`config.mk`:
```
export PLATFORM = sky130hd
export DESIGN_NAME = ias_sequencer
export DESIGN_NICKNAME = d
export VERILOG_FILES = /design/src/design/ias_pkg.sv /design/src/design/ias_sequencer.sv
export SDC_FILE = /design/constraint.sdc
export NUM_CORES = 1
export LEC_CHECK = 0
export ABC_AREA = 1
export BUFFER_PORTS_ARGS = -buffer_cell sky130_fd_sc_hd__buf_2
export CORE_ASPECT_RATIO = 0.6
export CORE_MARGIN = 2
export CORE_UTILIZATION = 45
export CTS_CLUSTER_DIAMETER = 60
export CTS_CLUSTER_SIZE = 40
export DETAILED_ROUTE_END_ITERATION = 8
export GPL_TIMING_DRIVEN = 0
export PLACE_DENSITY = 0.73
export SETUP_SLACK_MARGIN = 0.3
export SLEW_MARGIN = 20
export SYNTH_ARGS = -nofsm -noshare
export SYNTH_HDL_FRONTEND = slang
export SYNTH_SLANG_ARGS = --single-unit
```
`constraint.sdc`:
```
create_clock -name ref_clk_i -period 3.35 [get_ports ref_clk_i]
set_clock_uncertainty 0.2 [all_clocks]
set_input_delay 0.335 -clock ref_clk_i [delete_from_list [all_inputs] [get_ports ref_clk_i]]
set_output_delay 0.335 -clock ref_clk_i [all_outputs]
set_load 0.01 [all_outputs]
```
`src/design/ias_pkg.sv`:
```
// Constants and types shared by the interrupt acceptance sequencer
package ias_pkg;
   localparam int NUM_MSK = 8;
   localparam int ADDR_W = 16;

   // Register indices on the plain register port
   localparam logic [1:0] REG_CTRL = 2'h0;
   localparam logic [1:0] REG_ENABLE = 2'h1;
   localparam logic [1:0] REG_LATCH = 2'h2;
   localparam logic [1:0] REG_STATUS = 2'h3;

   // Field positions
   localparam int CTRL_IMF_BIT = 0;
   localparam int CTRL_TRAP_INT_BIT = 1;
   localparam int STATUS_IMF_BIT = 0;

   // Values after reset
   localparam logic CTRL_IMF_RST = 1'b0;
   localparam logic CTRL_TRAP_INT_RST = 1'b0;
   localparam logic [NUM_MSK-1:0] ENABLE_RST = 8'h00;
   localparam logic [NUM_MSK-1:0] LATCH_RST = 8'h00;
   localparam logic [ADDR_W-1:0] SP_RST = 16'h0000;

   // Sequence lengths in machine cycles (one clock per machine cycle)
   localparam int ACCEPT_CYCLES = 8;
   localparam logic [2:0] ACC_LAST = 3'(ACCEPT_CYCLES - 1);
   localparam logic [2:0] RET_LAST = 3'h4;

   // Source slots, lowest number is highest priority
   localparam logic [3:0] SLOT_SWI = 4'h0;
   localparam logic [3:0] SLOT_UNDEF = 4'h1;
   localparam logic [3:0] SLOT_TRAP = 4'h2;
   localparam logic [3:0] SLOT_MSK0 = 4'h3;
   localparam logic [ADDR_W-1:0] VEC_TOP = 16'hFFFE;

   // Address map used to classify instruction fetches
   localparam logic [ADDR_W-1:0] SFR_LO = 16'h0000;
   localparam logic [ADDR_W-1:0] SFR_HI = 16'h003F;
   localparam logic [ADDR_W-1:0] RAM_LO = 16'h0040;
   localparam logic [ADDR_W-1:0] RAM_HI = 16'h083F;
   localparam logic [ADDR_W-1:0] DBR_LO = 16'h0F80;
   localparam logic [ADDR_W-1:0] DBR_HI = 16'h0FFF;
   localparam logic [ADDR_W-1:0] ROM_LO = 16'h4000;
   localparam logic [7:0] SOFT_TRAP_OPCODE = 8'hFF;

   typedef enum logic [1:0] {
      ST_IDLE = 2'b00,
      ST_ACCEPT = 2'b01,
      ST_RETURN = 2'b10
   } ias_state_t;

   typedef struct packed {
      logic we;
      logic re;
      logic [ADDR_W-1:0] addr;
      logic [7:0] wdata;
   } ias_mem_req_t;

   typedef struct packed {
      logic load;
      logic [ADDR_W-1:0] pc;
   } ias_pc_load_t;
endpackage

```
`src/design/ias_sequencer.sv`:
```
// Interrupt acceptance and return sequencer for an 8-bit core
// What this block does
// - A set request latch holds until accepted, reset, or cleared by software.
// - Acceptance after the current instruction takes exactly eight machine cycles.
// - Servicing ends on the maskable or non-maskable return instruction.
// - Acceptance clears the master interrupt enable.
// - Acceptance clears only the accepted source's request latch.
// - Push status word, PC high, PC low; stack pointer drops by three.
// - Load PC from the source's vector slot, then run that code.
// - Enabled request starts acceptance within 38 oscillator periods worst case.
// - Master enable at zero blocks every maskable request.
// - Only PC and status word are saved automatically.
// - Saved PC low lands at SP+1, high byte at SP+2.
// - Requests sampled in each instruction's last cycle, also after returns.
// - Soft trap opcode starts software interrupt at once, highest priority.
// - Fetch from non-existent address in single-chip mode yields FFH.
// - Fetch from RAM, data buffer or special register area is trapped.
// - Undefined opcode interrupts at once, even during non-maskable service.
// - Fetch trap interrupts at once, even during non-maskable service.
// - Watchdog control setting chooses reset output or trap interrupt.
// - Either return reloads master enable from the stacked status word.
// - Maskable accepted only with master enable, own enable and latch set.
// - Non-maskable sources ignore master and individual enables.
//
// Strobed register access and the placing of the registers were left to the implementer.
`timescale 1ns/1ps
module ias_sequencer (
   input wire logic ref_clk_i,
   input wire logic reset_i,
   input wire logic [1:0] reg_addr_i,
   input wire logic [7:0] reg_wdata_i,
   input wire logic reg_we_i,
   input wire logic reg_re_i,
   output logic [7:0] reg_rdata_o,
   input wire logic [ias_pkg::NUM_MSK-1:0] irq_req_i,
   input wire logic instr_last_i,
   input wire logic swi_exec_i,
   input wire logic undef_exec_i,
   input wire logic ret_maskable_i,
   input wire logic ret_nonmask_i,
   input wire logic fetch_valid_i,
   input wire logic [ias_pkg::ADDR_W-1:0] fetch_addr_i,
   input wire logic single_chip_i,
   input wire logic [ias_pkg::ADDR_W-1:0] pc_i,
   input wire logic [ias_pkg::ADDR_W-1:0] sp_i,
   input wire logic [7:0] status_word_i,
   input wire logic [7:0] mem_rdata_i,
   output ias_pkg::ias_mem_req_t mem_req_o,
   output ias_pkg::ias_pc_load_t pc_load_o,
   output logic [ias_pkg::ADDR_W-1:0] sp_o,
   output logic sp_load_o,
   output logic [7:0] status_word_o,
   output logic status_load_o,
   output logic busy_o,
   output logic abort_o,
   output logic fetch_force_o,
   output logic [7:0] fetch_data_o,
   output logic trap_reset_o,
   output logic master_irq_enable_o
);
   import ias_pkg::*;

   ias_state_t state_r;
   logic [2:0] step_r;
   logic master_irq_enable_r;
   logic trap_int_mode_r;
   logic [NUM_MSK-1:0] source_enable_flag_r;
   logic [NUM_MSK-1:0] request_latch_r;
   logic swi_pend_r, undef_pend_r, trap_pend_r;
   logic sample_pend_r;
   logic nmi_active_r, msk_active_r;
   logic [3:0] slot_r;
   logic [ADDR_W-1:0] ret_pc_r;
   logic [7:0] psw_r;
   logic [ADDR_W-1:0] sp_r;
   logic [7:0] vec_lo_r, pop_lo_r, pop_hi_r;
   logic ret_nm_r;

   logic idle, sample, start_nm, start_msk, start_any, start_ret;
   logic trap_fetch, nonexist_fetch;
   logic [NUM_MSK-1:0] msk_elig, sel_oh;
   logic [3:0] sel_slot;

   function automatic logic in_range(input logic [ADDR_W-1:0] a,
                                     input logic [ADDR_W-1:0] lo,
                                     input logic [ADDR_W-1:0] hi);
      in_range = (a >= lo) && (a <= hi);
   endfunction

   function automatic logic [ADDR_W-1:0] vec_addr(input logic [3:0] slot);
      vec_addr = VEC_TOP - {11'h000, slot, 1'b0};
   endfunction

   // Fetch classification
   always_comb begin
      trap_fetch = fetch_valid_i && (in_range(fetch_addr_i, SFR_LO, SFR_HI) ||
                   in_range(fetch_addr_i, RAM_LO, RAM_HI) ||
                   in_range(fetch_addr_i, DBR_LO, DBR_HI));
      nonexist_fetch = fetch_valid_i && single_chip_i && !trap_fetch &&
                       (fetch_addr_i < ROM_LO);
   end

   // Arbitration
   always_comb begin
      idle = (state_r == ST_IDLE);
      sample = instr_last_i || sample_pend_r;
      msk_elig = request_latch_r & source_enable_flag_r &
                 {NUM_MSK{master_irq_enable_r}};
      start_nm = idle && (swi_pend_r || undef_pend_r || trap_pend_r);
      start_msk = idle && sample && (|msk_elig) && !start_nm;
      start_any = start_nm || start_msk;
      start_ret = idle && !start_any && (ret_maskable_i || ret_nonmask_i);
      sel_oh = msk_elig & (~msk_elig + {{(NUM_MSK-1){1'b0}}, 1'b1});
      sel_slot = SLOT_SWI;
      if (swi_pend_r) begin
         sel_slot = SLOT_SWI;
      end else if (undef_pend_r) begin
         sel_slot = SLOT_UNDEF;
      end else if (trap_pend_r) begin
         sel_slot = SLOT_TRAP;
      end else begin
         for (int i = 0; i < NUM_MSK; i++) begin
            if (sel_oh[i]) begin
               sel_slot = SLOT_MSK0 + 4'(i);
            end
         end
      end
   end

   // Sequencer state
   always_ff @(posedge ref_clk_i) begin
      if (reset_i) begin
         state_r <= ST_IDLE;
         step_r <= 3'h0;
      end else begin
         case (state_r)
            ST_IDLE: begin
               step_r <= 3'h0;
               if (start_any) begin
                  state_r <= ST_ACCEPT;
               end else if (start_ret) begin
                  state_r <= ST_RETURN;
               end
            end
            ST_ACCEPT: begin
               if (step_r == ACC_LAST) begin
                  state_r <= ST_IDLE;
                  step_r <= 3'h0;
               end else begin
                  step_r <= step_r + 3'h1;
               end
            end
            ST_RETURN: begin
               if (step_r == RET_LAST) begin
                  state_r <= ST_IDLE;
                  step_r <= 3'h0;
               end else begin
                  step_r <= step_r + 3'h1;
               end
            end
            default: begin
               state_r <= ST_IDLE;
               step_r <= 3'h0;
            end
         endcase
      end
   end

   // Context captured when a sequence starts
   always_ff @(posedge ref_clk_i) begin
      if (reset_i) begin
         slot_r <= SLOT_SWI;
         ret_pc_r <= '0;
         psw_r <= 8'h00;
         ret_nm_r <= 1'b0;
      end else if (start_any) begin
         slot_r <= sel_slot;
         ret_pc_r <= pc_i;
         psw_r <= status_word_i;
         psw_r[STATUS_IMF_BIT] <= master_irq_enable_r;
      end else if (start_ret) begin
         ret_nm_r <= ret_nonmask_i;
      end
   end

   // Stack and vector traffic; general registers are left to software
   always_ff @(posedge ref_clk_i) begin
      if (reset_i) begin
         mem_req_o <= '0;
         pc_load_o <= '0;
         sp_r <= SP_RST;
         sp_o <= SP_RST;
         sp_load_o <= 1'b0;
         status_load_o <= 1'b0;
         status_word_o <= 8'h00;
         vec_lo_r <= 8'h00;
         pop_lo_r <= 8'h00;
         pop_hi_r <= 8'h00;
      end else begin
         mem_req_o <= '0;
         pc_load_o <= '0;
         sp_load_o <= 1'b0;
         status_load_o <= 1'b0;
         if (start_any || start_ret) begin
            sp_r <= sp_i;
         end
         if (state_r == ST_ACCEPT) begin
            case (step_r)
               3'h0: begin
                  mem_req_o <= '{we: 1'b1, re: 1'b0, addr: sp_r, wdata: psw_r};
                  sp_r <= sp_r - 16'h0001;
               end
               3'h1: begin
                  mem_req_o <= '{we: 1'b1, re: 1'b0, addr: sp_r, wdata: ret_pc_r[15:8]};
                  sp_r <= sp_r - 16'h0001;
               end
               3'h2: begin
                  mem_req_o <= '{we: 1'b1, re: 1'b0, addr: sp_r, wdata: ret_pc_r[7:0]};
                  sp_r <= sp_r - 16'h0001;
               end
               3'h3: begin
                  mem_req_o <= '{we: 1'b0, re: 1'b1, addr: vec_addr(slot_r), wdata: 8'h00};
               end
               3'h4: begin
                  mem_req_o <= '{we: 1'b0, re: 1'b1, addr: vec_addr(slot_r) + 16'h0001,
                                 wdata: 8'h00};
               end
               3'h5: begin
                  vec_lo_r <= mem_rdata_i;
               end
               3'h6: begin
                  pc_load_o <= '{load: 1'b1, pc: {mem_rdata_i, vec_lo_r}};
                  sp_load_o <= 1'b1;
                  sp_o <= sp_r;
               end
               default: begin
                  sp_load_o <= 1'b0;
               end
            endcase
         end else if (state_r == ST_RETURN) begin
            if (step_r <= 3'h2) begin
               mem_req_o <= '{we: 1'b0, re: 1'b1, addr: sp_r + 16'h0001, wdata: 8'h00};
               sp_r <= sp_r + 16'h0001;
            end
            if (step_r == 3'h2) begin
               pop_lo_r <= mem_rdata_i;
            end
            if (step_r == 3'h3) begin
               pop_hi_r <= mem_rdata_i;
            end
            if (step_r == RET_LAST) begin
               pc_load_o <= '{load: 1'b1, pc: {pop_hi_r, pop_lo_r}};
               status_word_o <= mem_rdata_i;
               status_load_o <= 1'b1;
               sp_load_o <= 1'b1;
               sp_o <= sp_r;
            end
         end
      end
   end

   // Master enable: accept clears, return restores, otherwise software
   always_ff @(posedge ref_clk_i) begin
      if (reset_i) begin
         master_irq_enable_r <= CTRL_IMF_RST;
      end else if (start_any) begin
         master_irq_enable_r <= 1'b0;
      end else if (state_r == ST_RETURN && step_r == RET_LAST) begin
         master_irq_enable_r <= mem_rdata_i[STATUS_IMF_BIT];
      end else if (reg_we_i && reg_addr_i == REG_CTRL) begin
         master_irq_enable_r <= reg_wdata_i[CTRL_IMF_BIT];
      end
   end

   // Control and enable registers
   always_ff @(posedge ref_clk_i) begin
      if (reset_i) begin
         trap_int_mode_r <= CTRL_TRAP_INT_RST;
         source_enable_flag_r <= ENABLE_RST;
      end else if (reg_we_i) begin
         if (reg_addr_i == REG_CTRL) begin
            trap_int_mode_r <= reg_wdata_i[CTRL_TRAP_INT_BIT];
         end
         if (reg_addr_i == REG_ENABLE) begin
            source_enable_flag_r <= reg_wdata_i;
         end
      end
   end

   // Request latches; a new request wins over any clear
   always_ff @(posedge ref_clk_i) begin
      if (reset_i) begin
         request_latch_r <= LATCH_RST;
      end else begin
         request_latch_r <= (request_latch_r
            & ~((reg_we_i && reg_addr_i == REG_LATCH) ? ~reg_wdata_i : 8'h00)
            & ~(start_msk ? sel_oh : 8'h00))
            | irq_req_i;
      end
   end

   // Non-maskable pending flags; a new event wins over the acceptance clear
   always_ff @(posedge ref_clk_i) begin
      if (reset_i) begin
         swi_pend_r <= 1'b0;
         undef_pend_r <= 1'b0;
         trap_pend_r <= 1'b0;
      end else begin
         swi_pend_r <= (swi_pend_r && !(start_nm && sel_slot == SLOT_SWI)) ||
                       swi_exec_i;
         undef_pend_r <= (undef_pend_r && !(start_nm && sel_slot == SLOT_UNDEF)) ||
                         undef_exec_i;
         trap_pend_r <= (trap_pend_r && !(start_nm && sel_slot == SLOT_TRAP)) ||
                        (trap_fetch && trap_int_mode_r);
      end
   end

   // Instruction end seen while busy is kept for the next idle cycle
   always_ff @(posedge ref_clk_i) begin
      if (reset_i) begin
         sample_pend_r <= 1'b0;
      end else if (idle && !start_ret) begin
         sample_pend_r <= 1'b0;
      end else if (instr_last_i || start_ret) begin
         sample_pend_r <= 1'b1;
      end
   end

   // Service tracking
   always_ff @(posedge ref_clk_i) begin
      if (reset_i) begin
         nmi_active_r <= 1'b0;
         msk_active_r <= 1'b0;
      end else if (start_nm) begin
         nmi_active_r <= 1'b1;
      end else if (start_msk) begin
         msk_active_r <= 1'b1;
      end else if (state_r == ST_RETURN && step_r == RET_LAST) begin
         if (ret_nm_r) begin
            nmi_active_r <= 1'b0;
         end else begin
            msk_active_r <= 1'b0;
         end
      end
   end

   // Register read port, data one cycle after the strobe
   always_ff @(posedge ref_clk_i) begin
      if (reset_i) begin
         reg_rdata_o <= 8'h00;
      end else if (reg_re_i) begin
         case (reg_addr_i)
            REG_CTRL: reg_rdata_o <= {6'h00, trap_int_mode_r, master_irq_enable_r};
            REG_ENABLE: reg_rdata_o <= source_enable_flag_r;
            REG_LATCH: reg_rdata_o <= request_latch_r;
            REG_STATUS: reg_rdata_o <= {slot_r, nmi_active_r, msk_active_r, state_r};
            default: reg_rdata_o <= 8'h00;
         endcase
      end else begin
         reg_rdata_o <= 8'h00;
      end
   end

   // Fetch responses and status outputs
   always_ff @(posedge ref_clk_i) begin
      if (reset_i) begin
         fetch_force_o <= 1'b0;
         fetch_data_o <= 8'h00;
         trap_reset_o <= 1'b0;
         abort_o <= 1'b0;
         busy_o <= 1'b0;
         master_irq_enable_o <= CTRL_IMF_RST;
      end else begin
         fetch_force_o <= nonexist_fetch;
         fetch_data_o <= nonexist_fetch ? SOFT_TRAP_OPCODE : 8'h00;
         trap_reset_o <= trap_fetch && !trap_int_mode_r;
         abort_o <= start_nm && (sel_slot == SLOT_UNDEF || sel_slot == SLOT_TRAP);
         busy_o <= start_any || start_ret ||
                   (state_r == ST_ACCEPT && step_r != ACC_LAST) ||
                   (state_r == ST_RETURN && step_r != RET_LAST);
         master_irq_enable_o <= start_any ? 1'b0 : master_irq_enable_r;
      end
   end
endmodule // ias_sequencer

```
## Word-level counts from Yosys, hierarchy flattened

Index checks and enable logic that the tools add are counted.
Widths: inputs -> output; s select.

- Input bits: 93
- Register bits: 188
- Output and inout bits: 90

- Muxes and demuxes: 53
- Add/sub/neg operators: 6
- Reduce and logical (&&, ||, !) cells: 78
- $lt $le $gt $ge: 8
- Bitwise operators: 14
- Equality and inequality tests: 22

Operators with widths:

| operator | count |
|---|---|
| $mux 16 | 9 |
| $pmux 26 s5 | 1 |
| $mux 17 | 4 |
| $mux 25 | 2 |
| $and 8x8->8 | 5 |
| $mux 4 | 10 |
| $le 16x12->1 const B | 2 |
| $not 8->8 | 4 |
| $pmux 8 s4 | 1 |
| $logic_and 1x1->1 | 28 |
| $mux 26 | 1 |
| $mux 8 | 3 |
| $reduce_and 3->1 | 7 |
| $add 16x1->16 const B | 1 |
| $ge 16x1->1 const B | 1 |
| $ge 16x12->1 const B | 1 |
| $ge 16x7->1 const B | 1 |
| $le 16x6->1 const B | 1 |
| $lt 16x15->1 const B | 1 |
| $sub 16x1->16 const B | 1 |
| $logic_or 1x1->1 | 15 |
| $mux 1 | 13 |
| $eq 3x3->1 const B | 4 |
| $reduce_bool 2->1 | 6 |
| other kinds (29) | 59 |

## Logic depth before layout (Yosys ltp)

Gate-level depths: netlist of the first run.

- Depth in word-level cells: 21
- Depth in mapped cells: 12
- Mapped depth without buffers: 12

## Worst setup path after synthesis of the first run

OpenSTA, ideal clock, no wires.

- Path type: register to register
- From: reg step_r[0]
- To: reg mem_req_o[14] (netlist bit)
- Stages on the path, launching flop included: 9
- Data arrival time: 1612 ps
- Setup slack: 1399 ps
- Buffers on the path: 1
- Period minus slack after synthesis: 1951 ps
- Cells stage by stage: dfxtp_1 inv_1 ha_1 nand2_1 inv_1 or2_2 nand2_1 clkbuf_1 o211ai_1

- Longest elaborated chain between the ends: 4

Ends and longest elaborated chain:

| item | line | RTL |
|---|---|---|
| start: declaration | ias_sequencer.sv:64 | `logic [2:0] step_r;` |
| start signal: assignment | ias_sequencer.sv:150 | `step_r <= step_r + 3'h1;` |
| start signal: assignment | ias_sequencer.sv:158 | `step_r <= step_r + 3'h1;` |
| $le 3x2->1 | ias_sequencer.sv:241 | `if (step_r <= 3'h2) begin` |
| $mux 25 | ias_sequencer.sv:241 |  |
| $mux 25 | ias_sequencer.sv:240 | `end else if (state_r == ST_RETURN) begin` |
| $mux 26 * | ias_sequencer.sv:207 | `if (state_r == ST_ACCEPT) begin` |
| end signal: assignment | ias_sequencer.sv:210 | `mem_req_o <= '{we: 1'b1, re: 1'b0, addr: sp_r, wdata: psw_r};` |
| end signal: assignment | ias_sequencer.sv:214 | `mem_req_o <= '{we: 1'b1, re: 1'b0, addr: sp_r, wdata: ret_pc_r[15:8]};` |
| end signal: assignment | ias_sequencer.sv:242 | `mem_req_o <= '{we: 1'b0, re: 1'b1, addr: sp_r + 16'h0001, wdata: 8'h00};` |
| end: declaration | ias_sequencer.sv:48 | `output ias_pkg::ias_mem_req_t mem_req_o,` |

Every way passes the cells marked *; elsewhere a longest branch is shown, timed or not.
A chain may end at the register's enable or synchronous reset.

## Final worst setup path of the first run

Same ends and word-level chain as after synthesis.

==> reports/qor.csv, run 1 <==
metric,value,unit
outcome,"finished, final reports clean",
hold path cells,3,
final setup fails,0,
RSZ-0062 raised after global routing,no,
register area share after synthesis,46.0,%
Post-DRT Antenna Nets,0,
setup_tns,0,ns
Via density,5.21,
global-route wire length before repair,38.3,mm
n_diodes,0,
"Distinct cells, synth",42,
fin util,59.0,%
Starting Density,45.8,%
cell with the most instances after synthesis,dfxtp_1,
fin worst setup slack,0.801,ns
hold-critical path endpoint,source_enable_flag_r[6],
Pre-antenna DRT Iters,5,
Post-Place Cells,1417,
layout cells sized above 1,22.3,%
chip height,106,um
initial antenna violation count,1,
GRT Total Usage,26.6,%
WL/cell,16.2,um
vias in the first global route,7186,
highest clock rate,0.392,GHz
P_leak,0.00471,uW
Crit Path Class,flop to flop,
Crit path required time,3.43,ns
Hold Crit Class,input pin to flop,
TritonCTS clock tree,yes,
Core ar.,0.0170,sq mm
fin crit period,2.55,ns
"FFs w/ async S/R, synth",0,%
vias,7789,
number of port buffers,173,
"EDFF count, synth",0,
R2R setup slack,0.80,ns
H-tree depth,4,
DRC,0,
Root Buffer,clkbuf_16,
Slew @ Worst Pin,0.667,ns
Non-Filler Instances,1495,
"area leader, netlist",dfxtp_1,
largest net degree at the start of global routing,23,
origin of the critical flop-to-flop path,step_r[0],
"Period Utilization, post-route",76.1,%
Die Area,0.0184,sq mm
total global routing overflow,0,
pre-CTS WS,0.832,ns
Mapped Nets,1114,
Mapped Avg Cell Area,7.72,sq um
Synth top cells by count,"dfxtp_1, nand2_1, inv_1",
worst-case clock buffer depth,2,
Inserted Clock Buffers,17,
post-cts sizing count,0,
Yosys reg bits,179,
nets,1352,
io pins,183,
crit start category,flop,
Pins Over Slew Limit,0,
std cell rows,37,
number of DRC markers in iteration 0,859,
clk_lat worst skew,0.43,ns
Peak VDD IR,0.397,mV
Sinks on Clock Net,179,
Crit path arrival time,2.63,ns
hold path startpoint,reg_wdata_i[6],
Syn Inst Count,1010,
Netlist Area Pre-Place,0.00780,sq mm
top_reg_cell synth,dfxtp_1,
slew margin rel.,55.5,%
"Max FO, Critical Path",10,
final hold slack,0.0159,ns
clock-pin transition on the worst setup and hold timing paths,0.08,ns
gpl congestion,0.964,
PwrDens,645,mW/mm^2
hpwl dp,17.9,mm
Worst Reg2Reg Path Length in Cells,8,
endpoint of the worst register-to-register path,mem_req_o[14],
Worst setup EP type,flop,
final wirelength,24.2,mm
post-synth top area share,46.0,%
"Hold Violations, Final",0,
Layout area overhead,28.9,%
number of max-cap violations,0,
YS warnings,0,
largest cells by area after synthesis,"dfxtp_1, nand2_1, inv_1",
Die Width,174,um
==> registers in the layout, summed over array words and instances (netlist names), 2 cells and up <==
signal,count
mem_req_o,26
pc_load_o,17
pop_hi_r,8
pop_lo_r,8
psw_r,8
reg_rdata_o,8
request_latch_r,8
ret_pc_r,16
slot_r,4
source_enable_flag_r,8
sp_o,16
sp_r,16
state_r,2
status_word_o,8
step_r,3
vec_lo_r,8
==> stage by stage <==
step / total power [uW] / cell area, sq um
floorplan: 3770 / 7800
CTS: 6450 / 10100
finish: 6480 / 10100
detailed placement: 4320 / 8960
global route: 6830 / 10100
global placement: 4290 / 8960
==> critical path, stage by stage (launching register included) <==
cell and delay [ns]:
dfxtp_1 0.39, inv_1 0.09, ha_1 0.25, nand2_1 0.14
inv_1 0.09, or2_2 0.30, nand2_1 0.25, clkbuf_1 0.47
o211ai_1 0.21
==> where the power goes <==
part	switching (uW)	leakage, uW	internal, uW	total [uW]
sequential	169	0.00146	2370	2540
clock	1070	0.000306	1050	2120
combinational	1230	0.00295	592	1830
==> layout make-up <==
class                           count  area (sq um)
Sequential cell                   179          3580
Clock inverter                     15           211
Inverter                          154           578
Tap cell                          234           293
Fill cell                        1567          6980
Multi-Input combinational cell    630          3390
Clock buffer                       17           425
Timing Repair Buffer              219          1330
Buffer                             47           250
==> cell usage in the layout (no fill, tap or decap), drive strengths merged <==
cell type,synthesis,layout
ha,11,11
clkinv,0,5
dfxtp,179,179
xor2,6,6
or2,3,3
o221ai,16,16
o22ai,11,11
o2111ai,1,1
o31ai,4,4
clkbuf,16,33
a21oi,79,79
inv,154,164
o21ai,99,99
a41oi,1,1
nand3,89,89
buf,31,204
a21o,1,1
nor4,1,1
nor2,69,69
a32o,6,6
a211oi,2,2
nand2,177,177
dlygate4sd3,0,46
nor3,13,13
nand4,5,5
o211ai,36,36
==> how the worst max path moves through the flow <==
| stage | end | start |
|---|---|---|
| 5_1_grt | mem_req_o[16] | step_r[1] |
| 3_3_place_gp | mem_req_o[14] | step_r[0] |
| 6_report | mem_req_o[14] | step_r[0] |
| 2_1_floorplan | mem_req_o[14] | step_r[0] |
| 4_1_cts | mem_req_o[14] | step_r[0] |
| 3_5_place_dp | mem_req_o[14] | step_r[0] |
==> cell families after synthesis <==
logic type | Yosys count | share of synthesized area, %
simple gates | 357 | 21.3
xor+xnor | 6 | 0.674
fa+ha+maj | 11 | 1.77
compound gates | 256 | 19.7
buf+inv | 201 | 10.6
flops | 179 | 46.0
==> per-layer routing <==
layer  global-route usage, %  vias up  part of all wire, %
met1                    41.2     3556                   50
met3                    6.69       31                   10
li1                        -     3834                    -
met5                       0        -                0.045
met4                    6.84        2                  1.4
met2                    35.9      366                   39
==> repair_timing <==
item                      4_1_cts  5_1_grt
hold buffers                   46        0
hold endpoints to repair       44        0
setup buffers                   0        0
Power figures use the tool's default switching activity.
==> run 2, diff against run 1 <==
- clock period: 3.35 -> 2.4 ns (I/O delays scaled with it)
==> run 2 against run 1 <==
Against the previous run: worst setup slack got worse by 0.42 ns; register-to-register slack got worse by 0.42 ns; critical path depth increased by 1; critical path type unchanged; largest cell class unchanged; largest power group unchanged; highest routed layer is now met4.
==> reports/qor.csv, run 2 (same netlist as run 1, synthesis figures left out) <==
metric,value,unit,change
H-tree depth,4,,unchanged
clock-pin transition on the worst setup and hold timing paths,0.08,ns,about the same
PwrDens,879,mW/mm^2,was 645 mW/mm^2
final setup fails,0,,unchanged
"Max FO, Critical Path",10,,unchanged
Via density,5.23,,was 5.21
met2 wire length,10.1,mm,was 9.40 mm
total global routing overflow,0,,unchanged
worst-case clock buffer depth,2,,unchanged
fin worst setup slack,0.381,ns,was 0.801 ns
"commonest non-fill, non-tap cell in the layout",buf_2,,unchanged
Core ar.,0.0170,sq mm,unchanged
final wirelength,25.1,mm,was 24.2 mm
largest net degree at the start of global routing,23,,unchanged
Die Width,174,um,unchanged
Inserted Clock Buffers,17,,unchanged
Layout area overhead,37.4,%,was 28.9%
Slew @ Worst Pin,0.664,ns,was 0.667 ns
Crit path required time,2.58,ns,was 3.43 ns
Die Area,0.0184,sq mm,unchanged
endpoint of the worst register-to-register path,busy_o,,was mem_req_o[14]
pre-CTS WS,-0.118,ns,was 0.832 ns
Pins Over Slew Limit,0,,unchanged
clk_lat worst skew,0.44,ns,was 0.43 ns
vias in the first global route,7490,,was 7186
Pre-antenna DRT Iters,5,,unchanged
Starting Density,45.8,%,unchanged
Peak VDD IR,0.565,mV,was 0.397 mV
GRT Total Usage,27.4,%,was 26.6%
Crit path arrival time,2.20,ns,was 2.63 ns
number of port buffers,173,,unchanged
total chip power,9410,uW,was 6480 uW
R2R setup slack,0.38,ns,was 0.80 ns
setup_tns,0,ns,unchanged
vias,8032,,was 7789
fill count,1475,,was 1567
TritonCTS clock tree,yes,,unchanged
origin of the critical flop-to-flop path,state_r[1],,was step_r[0]
CP Launch Point,state_r[1],,was step_r[0]
std cell rows,37,,unchanged
Biggest register,mem_req_o,,unchanged
global-route wire length before repair,39.5,mm,was 38.3 mm
layout cells sized above 1,25.6,%,was 22.3%
"Period Utilization, post-route",84.1,%,was 76.1%
Sinks on Clock Net,179,,unchanged
chip height,106,um,unchanged
Worst Reg2Reg Path Length in Cells,9,,was 8
number of max-cap violations,0,,unchanged
Hold Crit Class,input pin to flop,,unchanged
RSZ-0062 raised after global routing,yes,,was no
outcome,"finished, final reports clean",,unchanged
initial antenna violation count,0,,was 1
met1 WL,12.4,mm,was 12.0 mm
slew margin rel.,55.7,%,was 55.5%
Worst setup EP type,flop,,unchanged
hpwl dp,17.9,mm,unchanged
gpl congestion,0.964,,unchanged
n_diodes,0,,unchanged
DRC,0,,unchanged
Post-DRT Antenna Nets,0,,unchanged
CP endpoint,busy_o,,was mem_req_o[14]
max reg flops,26,,unchanged
number of DRC markers in iteration 0,817,,was 859
Crit Path Class,flop to flop,,unchanged
WL/cell,16.3,um,was 16.2 um
P_leak,0.00497,uW,was 0.00471 uW
nets,1394,,was 1352
largest registers,"mem_req_o (26), pc_load_o (17)",,unchanged
fin crit period,2.02,ns,was 2.55 ns
io pins,183,,unchanged
highest metal used,met4,,was met5
highest clock rate,0.495,GHz,was 0.392 GHz
crit start category,flop,,unchanged
met3 wire length,2.21,mm,was 2.42 mm
Root Buffer,clkbuf_16,,unchanged
"Hold Violations, Final",0,,unchanged
"commonest non-fill, non-tap cells in the layout","buf_2, dfxtp_1, nand2_1, inv_1, o21ai_0",,unchanged
run 2: metal layers:
layer | track usage [%] | up-vias
met4 | 7.68 | 0
met2 | 38.0 | 367
met5 | 0 | -
met1 | 41.4 | 3714
met3 | 6.87 | 33
li1 | - | 3918
run 2: power breakdown:
group | leakage, uW | total (uW) | internal, uW | switching, uW
logic | 0.00321 | 2860 | 994 | 1870
clock network | 0.000306 | 2960 | 1460 | 1500
registers | 0.00146 | 3590 | 3320 | 269
total | 0.00497 | 9410 | 5780 | 3630
run 2: what timing repair did:
item | in CTS | in global routing
setup endpoints to repair | 76 | 117
gates resized for setup | 29 | 57
pin swaps | 4 | 11
hold buffers | 78 | 0
hold endpoints to repair | 105 | 0
setup buffers | 2 | 8
run 2: per-stage QoR:
| step | util [%] | instances | area [sq um] | hold slack (ns) |
|---|---|---|---|---|
| 2_1_floorplan | - | 1010 | 7800 | 0.157 |
| 3_3_place_gp | 52.6 | 1417 | 8960 | 0.229 |
| 3_5_place_dp | 52.6 | 1417 | 8960 | 0.234 |
| 4_1_cts | 61.6 | 1529 | 10500 | 0.00800 |
| 5_1_grt | 62.9 | 1537 | 10700 | 0.00678 |
| 6_report | 62.9 | 1537 | 10700 | 0.0141 |
run 2: critical path, cell delays in order, from the launching register on:
cell,delay [ns]
dfxtp_2,0.34
inv_1,0.12
ha_2,0.25
inv_4,0.08
nor2_4,0.19
nand2_8,0.09
o211ai_4,0.11
buf_2,0.32
o21ai_0,0.13
inv_1,0.13
run 2: worst min path at each step:
stage                         end   startpoint  depth (start not counted)  slack, ns
3_3_place_gp          ret_pc_r[3]  ret_pc_r[3]                          2       0.23
6_report       request_latch_r[1]      reset_i                          2       0.01
5_1_grt        request_latch_r[1]      reset_i                          2      0.007
3_5_place_dp          ret_pc_r[3]  ret_pc_r[3]                          2       0.23
4_1_cts        request_latch_r[1]      reset_i                          2      0.008
2_1_floorplan          swi_pend_r   swi_exec_i                          2       0.16
run 2: final cells by class:
type / instances / area [sq um] / share of cell area [%]
clock inverter: 15 / 211 / 1.97
sequential: 179 / 3600 / 33.6
buffer: 47 / 292 / 2.72
clock buffer: 17 / 425 / 3.97
multi-input combinational: 630 / 3580 / 33.4
tap: 234 / 293 / 2.73
timing repair buffer: 261 / 1720 / 16.1
inverter: 154 / 593 / 5.54
